--- config.mk ---
export PLATFORM = sky130hd
export DESIGN_NAME = jes_interlock
export DESIGN_NICKNAME = d
export VERILOG_FILES = /design/src/hw/jes_pkg.sv /design/src/hw/jes_interlock.sv /design/src/hw/jes_source_mux.sv
export SDC_FILE = /design/constraint.sdc
export NUM_CORES = 1
export LEC_CHECK = 0
export BUFFER_PORTS_ARGS = -buffer_cell sky130_fd_sc_hd__buf_2
export CAP_MARGIN = 20
export CORE_MARGIN = 2
export CORE_UTILIZATION = 36
export CTS_BUF_LIST = sky130_fd_sc_hd__clkbuf_4 sky130_fd_sc_hd__clkbuf_8
export DETAILED_ROUTE_END_ITERATION = 10
export GPL_ROUTABILITY_DRIVEN = 1
export GPL_TIMING_DRIVEN = 0
export PLACE_DENSITY = 0.82
export SLEW_MARGIN = 20
export SYNTH_ARGS = -nofsm -noshare
export SYNTH_HDL_FRONTEND = slang
export SYNTH_SLANG_ARGS = --single-unit
--- constraint.sdc ---
create_clock -name clock -period 1.95 [get_ports clock]
set_input_delay 0.2925 -clock clock [delete_from_list [all_inputs] [get_ports clock]]
set_output_delay 0.2925 -clock clock [all_outputs]
set_load 0.01 [all_outputs]
--- src/hw/jes_pkg.sv ---
// Purpose: shared constants and carriers for the jog enable source and interlock block
// Assumes: 32-bit register port, byte addresses, one aligned word per register
// Notes:   selector codes outside the listed sets read back as written but select off
package jes_pkg;

  // ************************************************************
  // register map
  // ************************************************************
  localparam int          ADDR_W       = 4;
  localparam int          DATA_W       = 32;
  localparam int          SEL_W        = 5;
  localparam logic [3:0]  ADDR_SEL     = 4'h0;  // jog enable source selector
  localparam logic [3:0]  ADDR_STAT    = 4'h4;  // interlock status
  localparam logic [4:0]  SEL_RESET    = 5'h00;

  // status word bit positions
  localparam int          STAT_JOG_EN  = 0;
  localparam int          STAT_SRC_BIT = 1;
  localparam int          STAT_VECTOR  = 2;
  localparam int          STAT_EXT_BLK = 3;

  // ************************************************************
  // selector codes
  // ************************************************************
  localparam logic [4:0]  SRC_OFF       = 5'h00;
  localparam logic [4:0]  SRC_ON        = 5'h01;
  localparam logic [4:0]  SRC_DI_FIRST  = 5'h02;
  localparam int          DI_COUNT      = 4;
  localparam logic [4:0]  SRC_SUP_FIRST = 5'h18;
  localparam int          SUP_COUNT     = 6;

  // register port request carrier
  typedef struct packed {
    logic [ADDR_W-1:0] addr;
    logic [DATA_W-1:0] wdata;
    logic              wr;
    logic              rd;
  } jes_bus_req_s;

  // interlock state, one-hot
  typedef enum logic [1:0] {
    ST_IDLE = 2'b01,
    ST_JOG  = 2'b10
  } jes_state_e;

endpackage : jes_pkg

--- src/hw/jes_interlock.sv ---
// Purpose: jog enable source register and start/jog interlock
// Assumes: all inputs synchronous to clock; one clock at 40 MHz
// Notes:   enable is taken on a rising source only, a level held high never re-arms
//
// How it works
// - A programmable selector register picks the signal that acts as jog enable.
// - Codes 2 to 5 route debounced input word bits 0 to 3 to the enable.
// - Codes 24 to 29 route supervision status bits 0 to 5 to the enable.
// - A selected value of 1 allows jogging and a value of 0 keeps it off.
// - Jogging acts only in vector control mode and jog requests do nothing otherwise.
// - A rising enable is accepted only when no external start command is active.
// - While jogging is enabled external starts are blocked except fieldbus inching.
// - The enable only gates jogging; jog 1 and jog 2 come from their own start inputs.
`timescale 1ns/1ps
module jes_interlock (
  // clock and reset
  input  wire logic                  clock,
  input  wire logic                  reset_n,
  // register port
  input  wire jes_pkg::jes_bus_req_s busReq,
  output logic [jes_pkg::DATA_W-1:0] rdata,
  // sources
  input  wire logic [3:0]            debouncedInputWord,
  input  wire logic [5:0]            supervisionStatus,
  // drive sequencing side
  input  wire logic                  vectorMode,
  input  wire logic                  extStartCmd,
  input  wire logic                  fieldbusInch,
  input  wire logic                  jog1Start,
  input  wire logic                  jog2Start,
  output logic                       jogEnabled,
  output logic                       jog1Active,
  output logic                       jog2Active,
  output logic                       extStartGrant,
  output logic                       fbInchGrant
);

  // ************************************************************
  // state
  // ************************************************************
  logic [4:0]                  selector_reg,  selector_next;
  logic                        prevSel_reg,   prevSel_next;
  jes_pkg::jes_state_e         state_reg,     state_next;
  logic [jes_pkg::DATA_W-1:0]  rdata_reg,     rdata_next;
  logic                        selBit;
  logic                        selRise;

  // ************************************************************
  // source selection
  // ************************************************************
  jes_source_mux jes_source_mux_i (
    .selCode            (selector_reg),
    .debouncedInputWord (debouncedInputWord),
    .supervisionStatus  (supervisionStatus),
    .selBit             (selBit)
  );

  assign selRise = selBit & ~prevSel_reg;

  // register writes and read data; reads never stall
  always_comb begin
    selector_next = selector_reg;
    rdata_next    = '0;
    if (busReq.wr && busReq.addr == jes_pkg::ADDR_SEL) begin
      selector_next = busReq.wdata[jes_pkg::SEL_W-1:0];
    end
    if (busReq.rd) begin
      unique case (busReq.addr)
        jes_pkg::ADDR_SEL: begin
          rdata_next[jes_pkg::SEL_W-1:0] = selector_reg;
        end
        jes_pkg::ADDR_STAT: begin
          rdata_next[jes_pkg::STAT_JOG_EN]  = (state_reg == jes_pkg::ST_JOG);
          rdata_next[jes_pkg::STAT_SRC_BIT] = selBit;
          rdata_next[jes_pkg::STAT_VECTOR]  = vectorMode;
          rdata_next[jes_pkg::STAT_EXT_BLK] = extStartCmd & (state_reg == jes_pkg::ST_JOG);
        end
        default: begin
          rdata_next = '0; // unmapped reads give zero
        end
      endcase
    end
  end

  // ************************************************************
  // interlock sequence
  // ************************************************************
  // edge based: a source that is already high when a start clears does not enable
  always_comb begin
    prevSel_next = selBit;
    state_next   = state_reg;
    unique case (state_reg)
      jes_pkg::ST_IDLE: begin
        if (selRise && !extStartCmd && vectorMode) begin
          state_next = jes_pkg::ST_JOG;
        end
      end
      jes_pkg::ST_JOG: begin
        if (!selBit || !vectorMode) begin
          state_next = jes_pkg::ST_IDLE;
        end
      end
      default: begin
        state_next = jes_pkg::ST_IDLE; // illegal code recovers to off
      end
    endcase
  end

  // all flip-flops of the block
  always_ff @(posedge clock or negedge reset_n) begin
    if (!reset_n) begin
      selector_reg <= jes_pkg::SEL_RESET;
      prevSel_reg  <= 1'b0;
      state_reg    <= jes_pkg::ST_IDLE;
      rdata_reg    <= '0;
    end else begin
      selector_reg <= selector_next;
      prevSel_reg  <= prevSel_next;
      state_reg    <= state_next;
      rdata_reg    <= rdata_next;
    end
  end

  // ************************************************************
  // outputs
  // ************************************************************
  // jog enable gates the two start inputs, it never starts a jog by itself
  assign jogEnabled    = (state_reg == jes_pkg::ST_JOG);
  assign jog1Active    = jogEnabled & vectorMode & jog1Start;
  assign jog2Active    = jogEnabled & vectorMode & jog2Start;
  assign extStartGrant = extStartCmd & ~jogEnabled;
  assign fbInchGrant   = fieldbusInch & vectorMode;
  assign rdata         = rdata_reg;
endmodule : jes_interlock

--- src/hw/jes_source_mux.sv ---
// Purpose: picks the jog enable bit from the programmed source code
// Assumes: inputs already synchronous and debounced
// Notes:   unknown codes give 0, so a bad setting fails safe with jogging off
`timescale 1ns/1ps
module jes_source_mux (
  // selection
  input  wire logic [4:0] selCode,
  // candidate sources
  input  wire logic [3:0] debouncedInputWord,
  input  wire logic [5:0] supervisionStatus,
  // result
  output logic            selBit
);

  logic [3:0] diHit;
  logic [5:0] supHit;

  // one comparator per input bit
  for (genvar i = 0; i < jes_pkg::DI_COUNT; i++) begin : g_di
    assign diHit[i] = (selCode == 5'(jes_pkg::SRC_DI_FIRST + i)) & debouncedInputWord[i];
  end

  // one comparator per supervision bit
  for (genvar j = 0; j < jes_pkg::SUP_COUNT; j++) begin : g_sup
    assign supHit[j] = (selCode == 5'(jes_pkg::SRC_SUP_FIRST + j)) & supervisionStatus[j];
  end

  // constant on, else any matching hit; constant off falls out as no hit
  assign selBit = (selCode == jes_pkg::SRC_ON) | (|diHit) | (|supHit);

endmodule : jes_source_mux

==> flow_summary.ini, run 1 <==
[route]
routed_wl_mm = 1.85
first_pass_iters = 4
viasPerCell = 4.18
post_drt_wl_per_cell_um = 10.2
drt_iter0_drc = 16
route.detailed.drc = 0
vias = 757
antenna_left = 0

[timing]
report.final.slew_viol_count = 0
post-route-min-period_ns = 1.61
hold_viol = 0
layout_worst_path_cycle_share = 0.826
setup_viol = 0
fmax_mhz = 621
rsz0062_at_grt = false
fin_ws_ns = 0.339
fin_skew_ns = 0.000786
finalSetupTns_ns = 0

[power]
p_leak_nw = 0.714
total_power_mw = 0.779
ir_worst_vdd_uv = 327
powerDensity_mw_per_mm2 = 634

[clocking]
cts_tree = done
numClockSinks = 13
clockBufferDepth = 2
cts_buffers = 3
clkTransAtPathRegs_ns = 0.08
insertion_delay_ns = 0.27
cts-resized-gates = 0
cts-root-buf = clkbuf_4
h-tree-depth = 1

[floorplanning]
coreArea_mm2 = 0.00225
die_y_um = 53.3
die_w_um = 53.3
fp.dieArea_mm2 = 0.00284
fp-row-count = 17
start_util = 0.388
io_pins = 92

[global_routing]
grt_pass1_wl_mm = 2.64
grt_remaining_overflow = 0
antenna_found_initial = 0
grt_util_all_layers = 0.132
grt_pass1_vias = 672
grt_start_max_net_pins = 14

[critical_path]
cp-start-kind = flip-flop
cp_max_fo = 7
r2r-start = selector_reg[0]
cp.required_ns = 1.66
setup.worst_path.end = jog2Active
r2r_slack_ns = 0.45
endpoint_kind = output pin
critPathKind = flip-flop to output pin
cp-startpoint = state_reg[1]
worst_r2r_endpoint = rdata[1]
ff2ff_path_depth = 4
worstPathArrival_ns = 1.32

[cells_and_area]
finalNonFillerCells = 181
nNetsFinal = 209
drive_gt1_frac = 0.516
area_growth_pct = 40.3
fillCellCount = 223
final_area_mm2 = 0.00123
antennaDiodeCount = 0

[yosys]
synth_cell_types = 29
ys_warn_count = 0
synth_area_leaders = dfrtp_1 34%, buf_4 23%, mux2_2 6.4%
yosys.area.top_type = dfrtp_1
synth_top_area_share = 0.343
synth.cell_area_um2 = 876
yosys_register_bits = 13
netlist_instances = 86
yosysSeqAreaShare = 0.373
avgSynthCellArea_um2 = 10.2

[placement]
hpwl_mm = 1.55
dp_cells = 176
detailed_place.area_mm2 = 0.00119
portBuffers = 36
pre_cts_ws_ns = 0.462
gp_congestion = 0.813

[run_status]
status = finished, final reports clean

[run]
max-cap-violations = 0

[hold_path]
hp-class = input port to flip-flop
[timing repair]
action | in CTS | in global routing
hold buffers | 1 | 0
hold endpoints to repair | 12 | 0
setup buffers | 0 | 0
setup endpoints to repair | 0 | 0
[synthesized netlist by cell type]
cell type and instances:
buf_4 27, dfrtp_1 12, mux2_2 5, mux2i_1 5
nor2_1 5, nor2b_1 4, nand2b_1 3, and3_1 2
nand2_1 2, nand3b_1 2, a211oi_2 1, a21oi_1 1
a221oi_2 1, a22o_1 1, and2_1 1, and4bb_2 1
clkbuf_1 1, clkbuf_2 1, conb_1 1, dfstp_2 1
inv_1 1, mux2_4 1, nand3_1 1, nor3_1 1
nor3b_1 1, nor4b_1 1, o21ai_0 1, o31a_1 1
o32a_2 1
[stage by stage]
step	utilization	hold WS, ns
floorplan	-	-0.00309
global placement	0.527	0.178
detailed placement	0.527	0.193
CTS	0.545	0.241
global route	0.545	0.235
finish	0.545	0.249
[cell usage in the layout (no fill, tap or decap)]
cell and instances:
a211oi_2 1, a21oi_1 1, a221oi_2 1, a22o_1 1
and2_1 1, and3_1 2, and4bb_2 1, buf_2 36
buf_4 27, clkbuf_1 1, clkbuf_2 1, clkbuf_4 4
conb_1 27, dfrtp_1 12, dfstp_2 1, dlygate4sd3_1 1
inv_1 1, mux2_2 5, mux2_4 1, mux2i_1 5
nand2_1 2, nand2b_1 3, nand3_1 1, nand3b_1 2
nor2_1 5, nor2b_1 4, nor3_1 1, nor3b_1 1
nor4b_1 1, o21ai_0 1, o31a_1 1, o32a_2 1
[layout make-up]
class / count / area [um^2] / share of cell area
plain buffers: 29 / 211 / 0.172
inverters: 1 / 3.75 / 0.00305
repair buffers: 37 / 190 / 0.155
well taps: 28 / 35.0 / 0.0285
flip-flops and latches: 13 / 327 / 0.266
multi-input cells: 69 / 432 / 0.351
clock buffers: 4 / 30.0 / 0.0244
[layer usage]
layer  part of all wire  global-route usage
met5                  0                   0
met2               0.56               0.270
met3              0.089              0.0593
met1               0.33               0.106
met4              0.021              0.0427
[power by group]
group          leakage [nW]  internal (mW)  switching [mW]
Clock                0.0184         0.0931          0.0851
Combinational         0.527          0.144           0.110
Sequential            0.168          0.308          0.0388
[worst min-delay path by stage]
stage | cells past startpoint | slack (ns) | from | end
6_report | 2 | 0.25 | busReq[2] | selector_reg[0]
2_1_floorplan | 0 | -0.003 | reset_n | prevSel_reg
4_1_cts | 2 | 0.24 | busReq[2] | selector_reg[0]
5_1_grt | 2 | 0.24 | busReq[3] | selector_reg[1]
3_5_place_dp | 1 | 0.19 | reset_n | rdata[2]
3_3_place_gp | 1 | 0.18 | reset_n | rdata[3]
[worst max-delay path, cell delays in order (launching register included)]
cell     delay, ns
dfrtp_1       0.34
nor2b_1       0.35
and3_1        0.22
buf_2         0.13
[cell families after synthesis]
logic type	Yosys count	synth area share
simple gates	24	0.163
mux	11	0.139
buf+inv	30	0.246
compound gates	7	0.0757
flops	13	0.373
other cells	1	0.00428
No activity file was read; power rests on OpenSTA's default activity.
==> run 2, diff against run 1 <==
- CORE_UTILIZATION: 36 -> 32
- PLACE_DENSITY: 0.82 -> 0.77
- clock period: 1.95 -> 1.3 ns (I/O delays scaled with it)
==> run 2 against run 1 <==
Against the previous run:
- the flow now finishes with violations (negative setup slack)
- count of clock-buffer cells in the layout stayed put
- cell area is 4.5% higher
- final cell count increased by 3.3%
- die area up 12%
- largest power group unchanged
- setup slack got worse by 0.48 ns
==> flow_summary.ini, run 2 (synthesized netlist as in run 1, its figures left out) <==
[critical_path]
setup.worst_path.end = rdata[1]
endpoint_kind = flip-flop
cp_max_fo = 6
worst_r2r_endpoint = rdata[1]
cp.required_ns = 1.49
r2r_slack_ns = -0.14
r2r-start = selector_reg[0]
cp-start-kind = flip-flop
cp-startpoint = selector_reg[0]
worstPathArrival_ns = 1.63
ff2ff_path_depth = 4
critPathKind = flip-flop to flip-flop

[global_routing]
grt_pass1_wl_mm = 2.82
grt_util_all_layers = 0.113
grt_remaining_overflow = 0
grt_pass1_vias = 655
grt_start_max_net_pins = 14
antenna_found_initial = 0

[floorplanning]
die_w_um = 56.3
io_pins = 92
start_util = 0.344
fp-row-count = 18
coreArea_mm2 = 0.00254
fp.dieArea_mm2 = 0.00317
die_y_um = 56.3

[route]
first_pass_iters = 4
drt_iter0_drc = 6
vias = 742
dr.max_layer_used = met4
wl_met1_um = 605
post_drt_wl_per_cell_um = 9.32
dr_wl_met3_um = 176
viasPerCell = 3.97
antenna_left = 0
dr_wl_met2_um = 943
route.detailed.drc = 0
routed_wl_mm = 1.74

[run_status]
violations = negative setup slack
status = complete, but fails checks

[cells_and_area]
final_common_cell = buf_2
antennaDiodeCount = 0
nNetsFinal = 213
final_cell_mix = 35 x buf_2, 32 x buf_4, 27 x conb_1
drive_gt1_frac = 0.548
area_growth_pct = 46.6

[timing]
setup_viol = 6
fmax_mhz = 696
holdWs_ns = 0.148
report.final.slew_viol_count = 0
fin_ws_ns = -0.136
fin_skew_ns = 0.000690
post-route-min-period_ns = 1.44
hold_viol = 0
layout_worst_path_cycle_share = 1.10
rsz0062_at_grt = true

[hold_path]
hp-class = input port to flip-flop
hp-start = busReq[3]

[run]
max-cap-violations = 0

[clocking]
cts_tree = done
cts_buffers = 3
cts-root-buf = clkbuf_4
clkTransAtPathRegs_ns = 0.07
insertion_delay_ns = 0.28
h-tree-depth = 1
numClockSinks = 13
clockBufferDepth = 2

[power]
ir_worst_vdd_uv = 521
p_leak_nw = 0.733
powerDensity_mw_per_mm2 = 934
total_power_mw = 1.20

[placement]
gp_congestion = 0.766
portBuffers = 36
==> run 2: cell types whose count changed in the layout (fill, tap and decap cells not counted), sizes merged <==
| cell | change |
|---|---|
| buf | +5 |
| clkbuf | -1 |
==> run 2: how the worst min path moves through the flow <==
| stage | endpoint | slack (ns) | cells after the start |
|---|---|---|---|
| floorplan | prevSel_reg | -0.10 | 0 |
| global placement | rdata[0] | 0.08 | 1 |
| detailed placement | rdata[4] | 0.09 | 1 |
| CTS | selector_reg[1] | 0.14 | 2 |
| global route | selector_reg[0] | 0.14 | 2 |
| finish | selector_reg[1] | 0.15 | 2 |
==> run 2: routing by layer <==
layer	up-vias	track usage
li1	380	-
met1	324	0.114
met2	36	0.212
met3	2	0.0461
met4	0	0.0306
met5	-	0
==> run 2: timing repair <==
action	in CTS	in global routing
resized for setup	4	3
gates cloned	0	0
hold endpoints to repair	12	0
buffers inserted	3	1
pin swaps	3	2
hold buffers	1	0
setup endpoints to repair	8	7
==> run 2: area by class of cell <==
cell class	count	area, um^2
Timing Repair Buffer	41	226
Clock buffer	4	30.0
Buffer	29	214
Tap cell	30	37.5
Sequential cell	13	328
Multi-Input combinational cell	69	444
Inverter	1	3.75
Fill cell	257	1260
==> run 2: worst max-delay path, stage by stage (launching register included) <==
cell and delay [ns]:
dfrtp_2 0.45, and4bb_2 0.31, a221oi_2 0.04, o32a_2 0.36, a211oi_2 0.19
==> run 2: power by group <==
| part | switching, mW | total (mW) | internal (mW) |
|---|---|---|---|
| Combinational | 0.175 | 0.415 | 0.241 |
| Clock | 0.126 | 0.266 | 0.140 |
| Sequential | 0.0541 | 0.518 | 0.463 |
==> run 2: stage by stage <==
step | utilization | setup WS (ns) | area [um^2] | std cells | setup TNS [ns]
finish | 0.504 | -0.136 | 1280 | 187 | -0.447
global route | 0.504 | -0.180 | 1280 | 187 | -0.735
CTS | 0.497 | -0.171 | 1260 | 186 | -0.508
detailed placement | 0.468 | -0.194 | 1190 | 178 | -0.605
global placement | 0.468 | -0.178 | 1190 | 178 | -0.549
floorplan | - | -0.0850 | 973 | 112 | -0.157
